--- src/dos_pkg.sv ---
// constants, register map and state type of the drive operating-state sequencer
package dos_pkg;

  // ==========================================================
  // register bus
  localparam int          AW             = 5;
  localparam int          DW             = 32;
  localparam logic [4:0]  ADDR_CTRL      = 5'h00;
  localparam logic [4:0]  ADDR_STATUS    = 5'h04;
  localparam logic [4:0]  ADDR_MODE      = 5'h08;
  localparam logic [4:0]  ADDR_REF       = 5'h0c;
  localparam logic [4:0]  ADDR_CFG       = 5'h10;
  localparam logic [4:0]  ADDR_ADJ       = 5'h14;
  localparam logic [4:0]  ADDR_TUNE      = 5'h18;
  localparam logic [4:0]  ADDR_FUNC      = 5'h1c;

  // ==========================================================
  // control word bits (standard profile; CW_RUN is the i/o profile run bit)
  localparam int          CW_SWITCH_ON   = 0;
  localparam int          CW_EN_VOLT     = 1;
  localparam int          CW_QSTOP_N     = 2;
  localparam int          CW_EN_OP       = 3;
  localparam int          CW_FAULT_RST   = 7;
  localparam int          CW_HALT        = 8;
  localparam int          CW_RUN         = 0;
  localparam int          CW_STD_FUNC_LO = 11;

  // ==========================================================
  // mode register fields
  localparam int          MODE_IO        = 0;
  localparam int          MODE_SEPARATE  = 1;
  localparam int          MODE_DIS_STOP  = 2;
  localparam int          MODE_QS_HOLD   = 3;
  localparam int          MODE_SEP_STAGE = 4;
  localparam logic [4:0]  MODE_RESET     = 5'h00;

  // ==========================================================
  // status register fields
  localparam int          ST_CFG_REJ     = 4;
  localparam int          ST_REF_SEEN    = 5;
  localparam int          ST_TUNE        = 6;

  localparam logic [3:0]  CODE_SWONDIS   = 4'h2;
  localparam logic [3:0]  CODE_READY     = 4'h3;
  localparam logic [3:0]  CODE_SWON      = 4'h4;
  localparam logic [3:0]  CODE_OPEN      = 4'h5;
  localparam logic [3:0]  CODE_QSTOP     = 4'h6;
  localparam logic [3:0]  CODE_FREACT    = 4'h7;
  localparam logic [3:0]  CODE_FAULT     = 4'h8;

  typedef enum logic [2:0] {
    DOS_INIT, DOS_SWONDIS, DOS_READY, DOS_SWON,
    DOS_OPEN, DOS_QSTOP, DOS_FREACT, DOS_FAULT
  } dos_state_e;

endpackage

--- src/dos_state_machine.sv ---
// operating-state sequencer of a variable speed drive with an Avalon-MM register slave
// Functional notes
// - i/o profile: control bits 1..15 each drive one function output
// - i/o profile: run bit starts the drive at once, no sequence needed
// - standard profile: drive starts only after the command sequence steps
// - standard profile: only control bits 11..15 map to function outputs
// - separate / not-separate mode selects how command and reference are sourced
// - state changes on a control word or on an internal error event
// - status word reports the current operating state code
// - initialisation state is transient and never reported
// - state 2: power stage off, motor unpowered, contactor open, all params writable
// - state 3: motor off; separate stage needs supply before state 4
// - state 4: power stage and contactor on, no motor voltage, adjust only
// - configuration write in state 4 falls back to state 2
// - state 5: motor powered, functions on, configuration writes rejected
// - running with zero reference or halt: no power, no torque
// - self-tuning runs only in state 5
// - enable operation needs valid channel and, if shared, a reference once
// - disable operation with select 0: straight to state 4, coasting
// - disable operation with select 1: ramp down, then state 4
// - quick stop on fast ramp, then state 2 or hold until disable voltage
// - fault reaction is transient, then fault with power stage off
//
// The address map and the Avalon-MM slave port were left to the implementer.
`timescale 1ns/1ps
`default_nettype none

module dos_state_machine
  import dos_pkg::*;
(
  input  wire logic                    clk,
  input  wire logic                    nrst,
  input  wire logic [dos_pkg::AW-1:0]  address,
  input  wire logic                    read,
  input  wire logic                    write,
  input  wire logic [dos_pkg::DW-1:0]  writedata,
  output logic      [dos_pkg::DW-1:0]  readdata,
  output logic                         waitrequest,
  input  wire logic                    powerOk,
  input  wire logic                    chanValid,
  input  wire logic                    errorDetect,
  input  wire logic                    motorStopped,
  output logic                         powerStageOn,
  output logic                         contactorClose,
  output logic                         motorPowered,
  output logic                         driveFuncEn,
  output logic                         decelRamp,
  output logic                         fastRamp,
  output logic                         coastStop,
  output logic                         tuneActive,
  output logic      [14:0]             funcOut
);
  import dos_pkg::*;

  // ==========================================================
  // bus slave
  dos_state_e  state;
  logic [15:0] ctrlWord;
  logic [4:0]  modeReg;
  logic [15:0] refValue;
  logic [15:0] cfgParam;
  logic [15:0] adjParam;
  logic        refSeen;
  logic        cfgReject;
  logic        tuneReq;
  logic        rampActive;
  logic        prevFaultRst;
  logic [3:0]  stCode;

  logic        wrAcc;
  logic        cfgWrite;
  assign wrAcc    = write && !waitrequest;
  assign cfgWrite = wrAcc && (address == ADDR_CFG);

  // one wait cycle per access keeps read data settled before it is taken
  always_ff @(posedge clk or negedge nrst) begin
    if (!nrst) begin
      waitrequest <= 1'b1;
    end else if ((read || write) && waitrequest) begin
      waitrequest <= 1'b0;
    end else begin
      waitrequest <= 1'b1;
    end
  end

  always_ff @(posedge clk or negedge nrst) begin
    if (!nrst) begin
      readdata <= 32'h0000_0000;
    end else if (read && waitrequest) begin
      case (address)
        ADDR_CTRL:   readdata <= {16'h0000, ctrlWord};
        ADDR_STATUS: readdata <= {25'h0, tuneActive, refSeen, cfgReject, stCode};
        ADDR_MODE:   readdata <= {27'h0, modeReg};
        ADDR_REF:    readdata <= {16'h0000, refValue};
        ADDR_CFG:    readdata <= {16'h0000, cfgParam};
        ADDR_ADJ:    readdata <= {16'h0000, adjParam};
        ADDR_TUNE:   readdata <= {31'h0, tuneReq};
        ADDR_FUNC:   readdata <= {17'h0, funcOut};
        default:     readdata <= 32'h0000_0000;
      endcase
    end
  end

  // ==========================================================
  // software registers
  always_ff @(posedge clk or negedge nrst) begin
    if (!nrst) begin
      ctrlWord <= 16'h0000;
      modeReg  <= MODE_RESET;
      refValue <= 16'h0000;
      adjParam <= 16'h0000;
      refSeen  <= 1'b0;
    end else if (wrAcc) begin
      case (address)
        ADDR_CTRL: ctrlWord <= writedata[15:0];
        ADDR_MODE: modeReg  <= writedata[4:0];
        ADDR_REF: begin
          refValue <= writedata[15:0];
          refSeen  <= 1'b1;
        end
        ADDR_ADJ:  adjParam <= writedata[15:0];
        default:   ;
      endcase
    end
  end

  logic ioMode;
  logic sepMode;
  logic sepStage;
  assign ioMode   = modeReg[MODE_IO];
  assign sepMode  = modeReg[MODE_SEPARATE];
  assign sepStage = modeReg[MODE_SEP_STAGE];

  function automatic logic cfgAllowed(input dos_state_e s);
    cfgAllowed = (s == DOS_SWONDIS) || (s == DOS_READY) ||
                 (s == DOS_SWON) || (s == DOS_FAULT);
  endfunction

  function automatic logic stageOn(input dos_state_e s);
    stageOn = (s == DOS_SWON) || (s == DOS_OPEN) || (s == DOS_QSTOP);
  endfunction

  // rejected configuration writes leave the old value in place
  always_ff @(posedge clk or negedge nrst) begin
    if (!nrst) begin
      cfgParam <= 16'h0000;
    end else if (cfgWrite && cfgAllowed(state)) begin
      cfgParam <= writedata[15:0];
    end
  end

  // sticky reject flag: a new reject wins over a write-one clear
  always_ff @(posedge clk or negedge nrst) begin
    if (!nrst) begin
      cfgReject <= 1'b0;
    end else if (cfgWrite && !cfgAllowed(state)) begin
      cfgReject <= 1'b1;
    end else if (wrAcc && address == ADDR_STATUS && writedata[ST_CFG_REJ]) begin
      cfgReject <= 1'b0;
    end
  end

  // ==========================================================
  // command decode
  logic disVolt;
  logic quickStop;
  logic shutdown;
  logic switchOn;
  logic enableOp;
  logic faultRstEdge;
  logic runCmd;
  logic haltCmd;
  assign disVolt      = !ctrlWord[CW_EN_VOLT];
  assign quickStop    = ctrlWord[CW_EN_VOLT] && !ctrlWord[CW_QSTOP_N];
  assign shutdown     = ctrlWord[2:0] == 3'b110;
  assign switchOn     = ctrlWord[3:0] == 4'b0111;
  assign enableOp     = ctrlWord[3:0] == 4'b1111;
  assign faultRstEdge = ctrlWord[CW_FAULT_RST] && !prevFaultRst;
  assign runCmd       = ctrlWord[CW_RUN];
  assign haltCmd      = !ioMode && ctrlWord[CW_HALT];

  always_ff @(posedge clk or negedge nrst) begin
    if (!nrst) begin
      prevFaultRst <= 1'b0;
    end else begin
      prevFaultRst <= ctrlWord[CW_FAULT_RST];
    end
  end

  // ==========================================================
  // operating state
  logic errTake;
  logic refReady;
  assign errTake  = errorDetect && (state != DOS_INIT) &&
                    (state != DOS_FREACT) && (state != DOS_FAULT);
  assign refReady = sepMode || refSeen;

  always_ff @(posedge clk or negedge nrst) begin
    if (!nrst) begin
      state      <= DOS_INIT;
      rampActive <= 1'b0;
    end else if (errTake) begin
      state      <= DOS_FREACT;
      rampActive <= 1'b0;
    end else if (state == DOS_SWON && cfgWrite) begin
      state <= DOS_SWONDIS;
    end else begin
      case (state)
        DOS_INIT: state <= DOS_SWONDIS;
        DOS_SWONDIS: begin
          if (ioMode) begin
            if (runCmd && powerOk) state <= DOS_OPEN;
          end else if (shutdown) begin
            state <= DOS_READY;
          end
        end
        DOS_READY: begin
          if (ioMode || disVolt || quickStop) begin
            state <= DOS_SWONDIS;
          end else if ((switchOn || enableOp) && (!sepStage || powerOk)) begin
            state <= DOS_SWON;
          end
        end
        DOS_SWON: begin
          if (ioMode || disVolt || quickStop) begin
            state <= DOS_SWONDIS;
          end else if (shutdown && !ctrlWord[CW_SWITCH_ON]) begin
            state <= DOS_READY;
          end else if (enableOp && chanValid && refReady) begin
            state <= DOS_OPEN;
          end
        end
        DOS_OPEN: begin
          if (ioMode) begin
            if (!runCmd) rampActive <= 1'b1;
            if (rampActive && motorStopped) begin
              state      <= DOS_SWONDIS;
              rampActive <= 1'b0;
            end else if (runCmd) begin
              rampActive <= 1'b0;
            end
          end else if (disVolt) begin
            state      <= DOS_SWONDIS;
            rampActive <= 1'b0;
          end else if (quickStop) begin
            state      <= DOS_QSTOP;
            rampActive <= 1'b0;
          end else if (shutdown && !ctrlWord[CW_SWITCH_ON]) begin
            state      <= DOS_READY;
            rampActive <= 1'b0;
          end else if (switchOn) begin
            if (!modeReg[MODE_DIS_STOP]) begin
              state <= DOS_SWON;
            end else if (rampActive && motorStopped) begin
              state      <= DOS_SWON;
              rampActive <= 1'b0;
            end else begin
              rampActive <= 1'b1;
            end
          end else begin
            rampActive <= 1'b0;
          end
        end
        DOS_QSTOP: begin
          if (disVolt) begin
            state <= DOS_SWONDIS;
          end else if (motorStopped && !modeReg[MODE_QS_HOLD]) begin
            state <= DOS_SWONDIS;
          end
        end
        DOS_FREACT: if (motorStopped) state <= DOS_FAULT;
        DOS_FAULT:  if (faultRstEdge) state <= DOS_SWONDIS;
        default:    state <= DOS_INIT;
      endcase
    end
  end

  // status code never shows initialisation
  always_ff @(posedge clk or negedge nrst) begin
    if (!nrst) begin
      stCode <= CODE_SWONDIS;
    end else begin
      case (state)
        DOS_SWONDIS: stCode <= CODE_SWONDIS;
        DOS_READY:   stCode <= CODE_READY;
        DOS_SWON:    stCode <= CODE_SWON;
        DOS_OPEN:    stCode <= CODE_OPEN;
        DOS_QSTOP:   stCode <= CODE_QSTOP;
        DOS_FREACT:  stCode <= CODE_FREACT;
        DOS_FAULT:   stCode <= CODE_FAULT;
        default:     stCode <= stCode;
      endcase
    end
  end

  // ==========================================================
  // self-tuning: a request outside state 5 is not stored
  always_ff @(posedge clk or negedge nrst) begin
    if (!nrst) begin
      tuneReq    <= 1'b0;
      tuneActive <= 1'b0;
    end else begin
      if (state != DOS_OPEN) begin
        tuneReq <= 1'b0;
      end else if (wrAcc && address == ADDR_TUNE) begin
        tuneReq <= writedata[0];
      end
      tuneActive <= (state == DOS_OPEN) && tuneReq;
    end
  end

  // ==========================================================
  // power outputs, one cycle behind the state
  always_ff @(posedge clk or negedge nrst) begin
    if (!nrst) begin
      powerStageOn   <= 1'b0;
      contactorClose <= 1'b0;
      motorPowered   <= 1'b0;
      driveFuncEn    <= 1'b0;
      decelRamp      <= 1'b0;
      fastRamp       <= 1'b0;
      coastStop      <= 1'b0;
    end else begin
      powerStageOn   <= stageOn(state);
      contactorClose <= stageOn(state);
      motorPowered   <= (state == DOS_OPEN && (rampActive ||
                         (refValue != 16'h0000 && !haltCmd))) ||
                        (state == DOS_QSTOP && !motorStopped) ||
                        (state == DOS_FREACT && !motorStopped);
      driveFuncEn    <= state == DOS_OPEN;
      decelRamp      <= state == DOS_OPEN && rampActive;
      fastRamp       <= state == DOS_QSTOP || state == DOS_FREACT;
      coastStop      <= state == DOS_SWON || state == DOS_SWONDIS ||
                        state == DOS_READY || state == DOS_FAULT;
    end
  end

  // ==========================================================
  // function outputs
  always_ff @(posedge clk or negedge nrst) begin
    if (!nrst) begin
      funcOut <= 15'h0000;
    end else if (ioMode) begin
      funcOut <= ctrlWord[15:1];
    end else begin
      funcOut <= {ctrlWord[15:CW_STD_FUNC_LO], 10'h000};
    end
  end

  // ==========================================================
  // checks
  init_leave_a: assert property (@(posedge clk) disable iff (!nrst)
    state == DOS_INIT && nrst |=> state == DOS_SWONDIS)
    else $error("init did not move to switch on disabled");

  init_hidden_a: assert property (@(posedge clk) disable iff (!nrst)
    stCode != 4'h1 && stCode != 4'h0)
    else $error("status shows initialisation");

  swondis_off_a: assert property (@(posedge clk) disable iff (!nrst)
    state == DOS_SWONDIS ##1 state == DOS_SWONDIS |-> !powerStageOn && !contactorClose)
    else $error("power stage on in switch on disabled");

  stage_supply_a: assert property (@(posedge clk) disable iff (!nrst)
    state == DOS_READY && sepStage && !powerOk |=> state != DOS_SWON)
    else $error("switched on without power stage supply");

  cfg_fallback_a: assert property (@(posedge clk) disable iff (!nrst)
    state == DOS_SWON && cfgWrite && !errorDetect |=> state == DOS_SWONDIS)
    else $error("config write in state 4 did not fall back");

  cfg_reject_a: assert property (@(posedge clk) disable iff (!nrst)
    state == DOS_OPEN && cfgWrite |=> cfgReject && $stable(cfgParam))
    else $error("config write accepted while running");

  halt_power_a: assert property (@(posedge clk) disable iff (!nrst)
    state == DOS_OPEN && !rampActive && (haltCmd || refValue == 16'h0000)
    |=> !motorPowered)
    else $error("motor powered with halt or zero reference");

  tune_state_a: assert property (@(posedge clk) disable iff (!nrst)
    tuneActive |-> $past(state) == DOS_OPEN)
    else $error("tuning outside operation enabled");

  ref_needed_a: assert property (@(posedge clk) disable iff (!nrst)
    state == DOS_SWON && !ioMode && (!refReady || !chanValid) |=> state != DOS_OPEN)
    else $error("enabled without valid channel or reference");

  coast_direct_a: assert property (@(posedge clk) disable iff (!nrst)
    state == DOS_OPEN && !ioMode && switchOn && !modeReg[MODE_DIS_STOP] && !errorDetect
    |=> state == DOS_SWON ##1 !motorPowered)
    else $error("disable operation select 0 did not coast to state 4");

  react_end_a: assert property (@(posedge clk) disable iff (!nrst)
    state == DOS_FREACT && motorStopped |=> state == DOS_FAULT ##1 !powerStageOn)
    else $error("fault reaction did not end in fault");

  io_start_a: assert property (@(posedge clk) disable iff (!nrst)
    state == DOS_SWONDIS && ioMode && runCmd && powerOk && !errorDetect
    |=> state == DOS_OPEN)
    else $error("i/o profile run did not start the drive");

  run_reached_c: cover property (@(posedge clk) disable iff (!nrst)
    state == DOS_SWON ##1 state == DOS_OPEN);
  qstop_seen_c: cover property (@(posedge clk) disable iff (!nrst)
    state == DOS_QSTOP ##[1:50] state == DOS_SWONDIS);
  fault_seen_c: cover property (@(posedge clk) disable iff (!nrst)
    state == DOS_FREACT ##[1:50] state == DOS_FAULT);
  ramp_stop_c: cover property (@(posedge clk) disable iff (!nrst)
    decelRamp ##[1:50] state == DOS_SWON);

endmodule

`default_nettype wire

--- config.mk ---
export PLATFORM = sky130hd
export DESIGN_NAME = dos_state_machine
export DESIGN_NICKNAME = d
export VERILOG_FILES = /design/src/dos_pkg.sv /design/src/dos_state_machine.sv
export SDC_FILE = /design/constraint.sdc
export NUM_CORES = 1
export LEC_CHECK = 0
export BUFFER_PORTS_ARGS = -buffer_cell sky130_fd_sc_hd__buf_2
export CORE_MARGIN = 2
export CORE_UTILIZATION = 56
export DETAILED_ROUTE_END_ITERATION = 8
export GPL_TIMING_DRIVEN = 1
export PLACE_DENSITY = 0.8
export SYNTH_ARGS = -nofsm -noshare
export SYNTH_HDL_FRONTEND = slang
export SYNTH_SLANG_ARGS = --single-unit
--- constraint.sdc ---
create_clock -name clk -period 2.46 [get_ports clk]
set_input_delay 0.246 -clock clk [delete_from_list [all_inputs] [get_ports clk]]
set_output_delay 0.246 -clock clk [all_outputs]
set_load 0.01 [all_outputs]
==> PnR_summary.wiki, run 1 <==
{| class="wikitable"
! Metric !! Value
|-
| Wire length reported by the detailed router || 14100 um
|-
| Worst voltage drop across the vdd grid || 0.488 mV
|-
| Max-slew violation total from the final report || 0
|-
| Hold Path Origin || writedata[10]
|-
| Synth Cell Area || 0.00561 mm2
|-
| Number of rows created at floorplan || 36
|-
| Instance count of the mapped netlist || 454
|-
| Syn-to-layout area delta || 20.6%
|-
| Data required, critical path || 2.87 ns
|-
| Number of DRC markers in iteration 0 || 324
|-
| Root Buffer || sky130_fd_sc_hd__clkbuf_8
|-
| Run status || complete, no violations
|-
| Setup TNS after final layout || 0 ns
|-
| Reg2Reg Capture Point || state[0]$_DFFE_PN0P_
|-
| Type of destination of the critical path || flip-flop
|-
| RSZ-0062 raised after global routing || false
|-
| Total vias in the final route || 4227
|-
| Minimum setup slack among reg-to-reg paths || 0.27 ns
|-
| Number of nets in the final layout || 584
|-
| Share of synthesized area occupied by flip-flops and latches || 53.6%
|-
| Clk sinks || 120
|-
| TritonRoute pass-1 iters || 5
|-
| Total cell area at the placement stage || 0.00610 mm2
|-
| Clock H-tree levels || 4
|-
| Initial core utilization || 57.7%
|-
| Post-layout min period || 2.19 ns
|-
| Library cells used by synthesis || 54
|-
| Final Wtd Congestion || 0.916
|-
| Final worst clock skew || 0.00561 ns
|-
| Count of antenna-violating nets left after detailed routing || 0
|-
| Max-capacitance violation count || 0
|-
| Flip-flop and latch count after synthesis || 120
|-
| Global-route wire length before repair || 22800 um
|-
| Max transition margin || 60.4%
|-
| Routed vias/inst || 6.17
|-
| Number of clock buffers inserted by TritonCTS || 17
|-
| Final count of negative-setup-slack endpoints || 0
|-
| Via count of the first global-routing pass || 4240
|-
| Routed length per instance || 20.6 um
|-
| Class of the most critical setup path || reg2reg
|-
| Worst-Margin Slew || 0.594 ns
|-
| Total GRT Usage || 27.5%
|-
| Path depth of the worst reg2reg path || 8
|-
| Non-Filler Instances || 685
|-
| Core Region || 0.00973 mm2
|-
| Number of cells after detailed placement || 646
|-
| Largest net degree at the start of global routing || 51
|-
| Final clock period utilization by the worst path || 88.9%
|-
| Reg-to-Reg Start || state[2]$_DFFE_PN0P_
|-
| Pre-CTS worst setup slack || 0.355 ns
|-
| Total global routing overflow || 0
|-
| Max clock buf depth || 2
|-
| Maximum clock frequency || 457 MHz
|-
| Final cell utilization of the core || 69.5%
|-
| Die width || 104 um
|-
| Leakage power summed over all cells || 3.39 nW
|-
| Synthesized area per cell || 12.4 um2
|-
| Remaining routing DRC violations || 0
|-
| Die area || 0.0108 mm2
|-
| Clock network latency to the later pin of the worst-skew pair || 0.53 ns
|-
| Worst setup margin || 0.273 ns
|-
| Pwr per Cell Area || 932 mW/mm2
|-
| Final worst hold slack || 0.00770 ns
|-
| Chip height || 104 um
|-
| Number of placed I/O pins || 101
|-
| CP Data Arrival Time || 2.60 ns
|-
| Worst hold path cell count || 2
|-
| Number of synthesized flops with an enable pin || 0
|-
| Clock transition at the registers of the reported paths || 0.05 ns
|-
| Number of antenna violations at the first check in global routing || 0
|-
| Hold-critical path endpoint || adjParam[10]$_DFFE_PN0P_
|-
| Peak fanout along the critical path || 12
|-
| Startpoint class of the critical path || flip-flop
|-
| Final number of hold-violating endpoints || 0
|-
| Share of post-route cells with drive strength above 1 || 37.5%
|-
| FFs w/ async S/R, synth || 100%
|-
| Detailed placer's ending HPWL || 9110 um
|-
| Count of input and output buffers || 68
|-
| Top_reg_cell synth || sky130_fd_sc_hd__dfrtp_1
|-
| Resize count post-CTS || 0
|-
| Final Instance Area || 0.00677 mm2
|-
| TritonCTS clock tree || done
|-
| Synth Warn # || 0
|-
| Overall power consumption || 6.30 mW
|-
| Hold/Removal Path Class || in2reg
|-
| Diodes inserted || 0
|}
[final cells by class]
class,count,area (um2)
Multi-Input combinational cell,297,2370
Inverter,7,26.3
Sequential cell,120,3010
Fill cell,661,2960
Clock inverter,8,118
Clock buffer,24,480
Tap cell,133,166
Timing Repair Buffer,96,596
[routing by layer]
layer	up-vias	wire (um)	part of all wire [%]	track usage, %
met3	49	943	6.7	6.08
met4	0	537	3.8	16.3
met2	225	6720	48	42.1
met1	2154	5890	42	36.1
li1	1799	-	-	-
met5	-	0	0	0
[worst max-delay path by stage]
stage	endpoint	slack, ns	cells after the start	startpoint
detailed placement	state[0]$_DFFE_PN0P_	0.35	8	state[2]$_DFFE_PN0P_
global placement	cfgParam[6]$_DFFE_PN0P_	0.47	6	address[2]
finish	state[0]$_DFFE_PN0P_	0.27	8	state[2]$_DFFE_PN0P_
floorplan	ctrlWord[10]$_DFFE_PN0P_	0.63	5	waitrequest$_DFF_PN1_
CTS	state[0]$_DFFE_PN0P_	0.34	7	state[0]$_DFFE_PN0P_
global route	state[0]$_DFFE_PN0P_	0.15	8	state[2]$_DFFE_PN0P_
[flip-flops by register name, summed over array words and instances, names as in the netlist, 3 cells and up]
signal and count:
adjParam 16, cfgParam 16, ctrlWord 16, readdata 16
refValue 16, funcOut 15, modeReg 5, stCode 4
state 3
[worst max-delay path: stages (launching register included)]
cell,delay [ns]
sky130_fd_sc_hd__dfrtp_1,0.51
sky130_fd_sc_hd__and2b_1,0.27
sky130_fd_sc_hd__nand2b_2,0.13
sky130_fd_sc_hd__inv_1,0.11
sky130_fd_sc_hd__nand2_1,0.12
sky130_fd_sc_hd__o22ai_1,0.14
sky130_fd_sc_hd__nor4_4,0.47
sky130_fd_sc_hd__and4bb_2,0.30
sky130_fd_sc_hd__nor4_1,0.04
[layout by cell type, fill, tap and decap left out, drive strengths merged, types with 3 or more instances in the layout]
cell and instances:
conb 16, nor2b 3, nand3 7, inv 6, nor2 18, nand2 23, nor3 5, nor4 7
bufinv 3, mux2i 10, nand2b 4, buf 89, and3 6, clkbuf 24, nand3b 3, dlygate4sd3 7
dfrtp 118, mux2 78, mux4 4, a22o 24, a221o 9, and2 16, o21ai 17, clkinv 5
a21oi 14, a31oi 3
[cells in the mapped netlist (all sizes together), types with 2 or more instances]
| cell type | number | area, um2 |
|---|---|---|
| inv | 6 | 22.5 |
| and2 | 16 | 100 |
| a221o | 9 | 90.1 |
| and3 | 6 | 37.5 |
| nor4 | 7 | 73.8 |
| nor3 | 5 | 25.0 |
| o211ai | 2 | 15.0 |
| a21oi | 14 | 70.1 |
| nand4b | 2 | 17.5 |
| or3 | 2 | 12.5 |
| nand2 | 23 | 86.3 |
| nor2b | 3 | 18.8 |
| nand4 | 2 | 12.5 |
| nand2b | 4 | 27.5 |
| nor2 | 18 | 67.6 |
| o21ai | 17 | 85.1 |
| dfstp | 2 | 52.6 |
| buf | 33 | 216 |
| mux2i | 10 | 100 |
| clkbuf | 12 | 45.0 |
| o22ai | 2 | 12.5 |
| mux2 | 78 | 916 |
| nand3 | 7 | 35.0 |
| a221oi | 2 | 17.5 |
| mux4 | 4 | 90.1 |
| dfrtp | 118 | 2950 |
| o21bai | 2 | 15.0 |
| nand3b | 3 | 22.5 |
| a22o | 24 | 210 |
| a31oi | 3 | 18.8 |
[cells by family (layout without fill, tap and decap cells)]
family | count (synthesis) | count (layout) | share of synthesized area (%)
flops | 120 | 120 | 53.6
simple gates | 102 | 102 | 10.2
mux | 92 | 92 | 19.7
compound gates | 86 | 86 | 11.2
buf+inv | 52 | 135 | 5.13
other cells | 1 | 16 | 0.0668
xor+xnor | 1 | 1 | 0.156
[power breakdown]
part           switching (mW)  total [mW]  internal, mW
Sequential              0.283        2.58          2.29
Combinational           0.645        1.24         0.594
Clock                   0.845        2.49          1.64
[what timing repair did]
action                                 CTS  global route
setup endpoints to repair                0             0
hold buffers                             7             0
setup buffers                            0             0
endpoints found under the hold margin   48             0
Note: power is estimated with default switching activity, not from simulation.
==> run 2, diff against run 1 <==
--- a/config.mk
+++ b/config.mk
@@ -6,11 +6,13 @@
 export NUM_CORES = 1
 export LEC_CHECK = 0
 export BUFFER_PORTS_ARGS = -buffer_cell sky130_fd_sc_hd__buf_2
+export CELL_PAD_IN_SITES_DETAIL_PLACEMENT = 0
+export CELL_PAD_IN_SITES_GLOBAL_PLACEMENT = 2
 export CORE_MARGIN = 2
-export CORE_UTILIZATION = 56
+export CORE_UTILIZATION = 37
 export DETAILED_ROUTE_END_ITERATION = 8
 export GPL_TIMING_DRIVEN = 1
-export PLACE_DENSITY = 0.8
+export PLACE_DENSITY_LB_ADDON = 0.1
 export SYNTH_ARGS = -nofsm -noshare
 export SYNTH_HDL_FRONTEND = slang
 export SYNTH_SLANG_ARGS = --single-unit
==> run 2 against run 1 <==
Against the previous run: worst hold slack better by 0.092 ns; worst setup slack better by 0.20 ns; clock power up 9.6%; critical path type unchanged; combinational power up 5%; design area up 1.7%; largest cell class unchanged; final cell count up 7.9%; wire length up 4.4%; non-clock buffer count unchanged.
==> PnR_summary.wiki, run 2 (same netlist as run 1, synthesis figures left out) <==
{| class="wikitable"
! Metric !! Value
|-
| Run status || complete, no violations (unchanged)
|-
| Max-capacitance violation count || 0 (unchanged)
|-
| Wire length reported by the detailed router || 14700 um (was 14100 um)
|-
| Final count of negative-setup-slack endpoints || 0 (unchanged)
|-
| Reg-to-Reg Start || ctrlWord[0]$_DFFE_PN0P_ (was state[2]$_DFFE_PN0P_)
|-
| Final worst clock skew || 0.00559 ns (was 0.00561 ns)
|-
| Stage delay of the slowest cell on the critical path || 0.56 ns (was 0.51 ns)
|-
| Type of destination of the critical path || flip-flop (unchanged)
|-
| Final clock period utilization by the worst path || 80.6% (was 88.9%)
|-
| Slowest stage cell, crit path || sky130_fd_sc_hd__dfrtp_1 (unchanged)
|-
| Reg2Reg Capture Point || state[0]$_DFFE_PN0P_ (unchanged)
|-
| Startpoint class of the critical path || flip-flop (unchanged)
|-
| Max-slew violation total from the final report || 0 (unchanged)
|-
| Final number of hold-violating endpoints || 0 (unchanged)
|-
| Worst-Margin Slew || 0.675 ns (was 0.594 ns)
|-
| TritonRoute pass-1 iters || 5 (unchanged)
|-
| Via count of the first global-routing pass || 3977 (was 4240)
|-
| Crit path buffers/inverters || 0 (was 1)
|-
| Count of input and output buffers || 68 (unchanged)
|-
| Share of post-route cells with drive strength above 1 || 38.3% (was 37.5%)
|-
| RSZ-0062 raised after global routing || false (unchanged)
|-
| Number of placed I/O pins || 101 (unchanged)
|-
| Overall power consumption || 6.56 mW (was 6.30 mW)
|-
| Total global routing overflow || 0 (unchanged)
|-
| Syn-to-layout area delta || 22.7% (was 20.6%)
|-
| Resize count post-CTS || 0 (unchanged)
|-
| Commonest non-fill, non-tap cells in the layout || 118 x sky130_fd_sc_hd__dfrtp_1, 68 x sky130_fd_sc_hd__mux2_2, 67 x sky130_fd_sc_hd__buf_2 (unchanged)
|-
| Pwr per Cell Area || 953 mW/mm2 (was 932 mW/mm2)
|-
| Routed vias/inst || 5.24 (was 6.17)
|-
| Data required, critical path || 2.78 ns (was 2.87 ns)
|-
| Number of antenna violations at the first check in global routing || 0 (unchanged)
|-
| Global-route wire length before repair || 23100 um (was 22800 um)
|-
| Cell type with the highest occurrence count on the critical path || sky130_fd_sc_hd__and3_1
|-
| Number of DRC markers in iteration 0 || 203 (was 324)
|-
| Number of nets in the final layout || 584 (unchanged)
|-
| Class of the most critical setup path || reg2reg (unchanged)
|-
| Final Wtd Congestion || 0.775 (was 0.916)
|-
| Maximum clock frequency || 504 MHz (was 457 MHz)
|-
| Hold/Removal Path Class || in2reg (unchanged)
|-
| CP Data Arrival Time || 2.30 ns (was 2.60 ns)
|-
| Clock network latency to the later pin of the worst-skew pair || 0.42 ns (was 0.53 ns)
|-
| Peak fanout along the critical path || 12 (unchanged)
|-
| Clock transition at the registers of the reported paths || 0.05 ns (about the same)
|-
| Diodes inserted || 0 (unchanged)
|-
| Routed length per instance || 19.9 um (was 20.6 um)
|-
| Largest net degree at the start of global routing || 121 (was 51)
|-
| Post-layout min period || 1.98 ns (was 2.19 ns)
|-
| Die area || 0.0162 mm2 (was 0.0108 mm2)
|-
| Number of buffers inserted to repair setup after CTS || 0 (unchanged)
|-
| TritonCTS clock tree || done (unchanged)
|-
| Clock H-tree levels || 4 (unchanged)
|-
| Total GRT Usage || 19.3% (was 27.5%)
|-
| Worst voltage drop across the vdd grid || 0.493 mV (was 0.488 mV)
|-
| Minimum setup slack among reg-to-reg paths || 0.48 ns (was 0.27 ns)
|-
| Leakage power summed over all cells || 3.42 nW (was 3.39 nW)
|-
| Chip height || 127 um (was 104 um)
|-
| Path depth of the worst reg2reg path || 6 (was 8)
|-
| Most common cell after layout, fill and taps aside || sky130_fd_sc_hd__dfrtp_1 (unchanged)
|-
| Final-layout fill cell count || 1413 (was 661)
|-
| Max transition margin || 55.0% (was 60.4%)
|-
| Cell count along the critical path || 6 (was 8)
|-
| Timing endpoint of the critical path || state[0]$_DFFE_PN0P_ (unchanged)
|-
| Crit-path cells || and3_1 -> nand4b_1 -> a211oi_1 -> nor4_4 -> and3_1 -> nor4_1 (was and2b_1 -> nand2b_2 -> inv_1 -> nand2_1 -> o22ai_1 -> nor4_4 -> and4bb_2 -> nor4_1)
|-
| Total vias in the final route || 3876 (was 4227)
|-
| Number of clock buffers inserted by TritonCTS || 17 (unchanged)
|-
| Flip-flop and latch area || 0.00301 mm2 (unchanged)
|-
| Number of rows created at floorplan || 45 (was 36)
|-
| Multi-input combinational cell area || 0.00237 mm2 (unchanged)
|-
| Final cell utilization of the core || 45.8% (was 69.5%)
|-
| Remaining routing DRC violations || 0 (unchanged)
|-
| Initial core utilization || 37.3% (was 57.7%)
|-
| Die width || 127 um (was 104 um)
|-
| Clk sinks || 120 (unchanged)
|-
| Setup TNS after final layout || 0 ns (unchanged)
|-
| Core Region || 0.0150 mm2 (was 0.00973 mm2)
|-
| Root Buffer || sky130_fd_sc_hd__clkbuf_16 (was sky130_fd_sc_hd__clkbuf_8)
|-
| Detailed placer's ending HPWL || 10100 um (was 9110 um)
|-
| Top Family by Delay on Critical Path || simple AND/OR/NAND/NOR gates (unchanged)
|-
| Critical path startpoint || ctrlWord[0]$_DFFE_PN0P_ (was state[2]$_DFFE_PN0P_)
|-
| Count of antenna-violating nets left after detailed routing || 0 (unchanged)
|-
| Max clock buf depth || 2 (unchanged)
|}
[run 2: cell count changes in the layout (fill, tap and decap cells not counted), sizes merged]
| cell | change |
|---|---|
| bufinv | +2 |
| dlygate4sd3 | -4 |
| buf | +4 |
| clkinvlp | -1 |
| clkbuf | -2 |
[run 2: final cells by class]
type / instances / share of cell area, %
clock inverter: 9 / 2.47
timing repair buffer: 96 / 8.69
inverter: 7 / 0.382
sequential: 120 / 43.7
tap: 188 / 3.42
clock buffer: 22 / 6.89
multi-input combinational: 297 / 34.5
[run 2: worst min-delay path by stage]
stage               cells after the start                  endpoint                      from
detailed placement                      0     funcOut[10]$_DFF_PN0_  ctrlWord[11]$_DFFE_PN0P_
global route                            2  ctrlWord[13]$_DFFE_PN0P_             writedata[13]
floorplan                               0   adjParam[0]$_DFFE_PN0P_                      nrst
finish                                  2  cfgParam[12]$_DFFE_PN0P_             writedata[12]
CTS                                     2  refValue[13]$_DFFE_PN0P_             writedata[13]
global placement                        0     funcOut[10]$_DFF_PN0_  ctrlWord[11]$_DFFE_PN0P_
[run 2: where the power goes]
part           total [mW]  internal, mW  switching (mW)  leakage [nW]
clock network        2.73          1.86           0.870         0.320
logic                1.30         0.617           0.681          1.50
registers            2.53          2.29           0.231          1.61
[run 2: metrics by stage]
step	cell area, um2	hold slack, ns	instances	worst slack, ns
6_report	6880	0.100	739	0.477
3_5_place_dp	6210	0.378	705	0.428
4_1_cts	6880	0.0895	739	0.455
2_1_floorplan	5670	-0.0496	469	0.634
3_3_place_gp	6210	0.374	705	0.430
5_1_grt	6880	0.0899	739	0.298
[run 2: routing by layer]
layer  part of all wire (%)  GRT usage (%)  routed length, um
met5                      0              0                  0
met4                    1.1           6.40                157
met3                    4.0           4.48                582
met2                     45           28.8               6670
met1                     50           28.0               7310
[run 2: repair_timing]
item,4_1_cts,5_1_grt
endpoints found under the hold margin,119,0
setup endpoints to repair,0,0
hold buffers,3,0
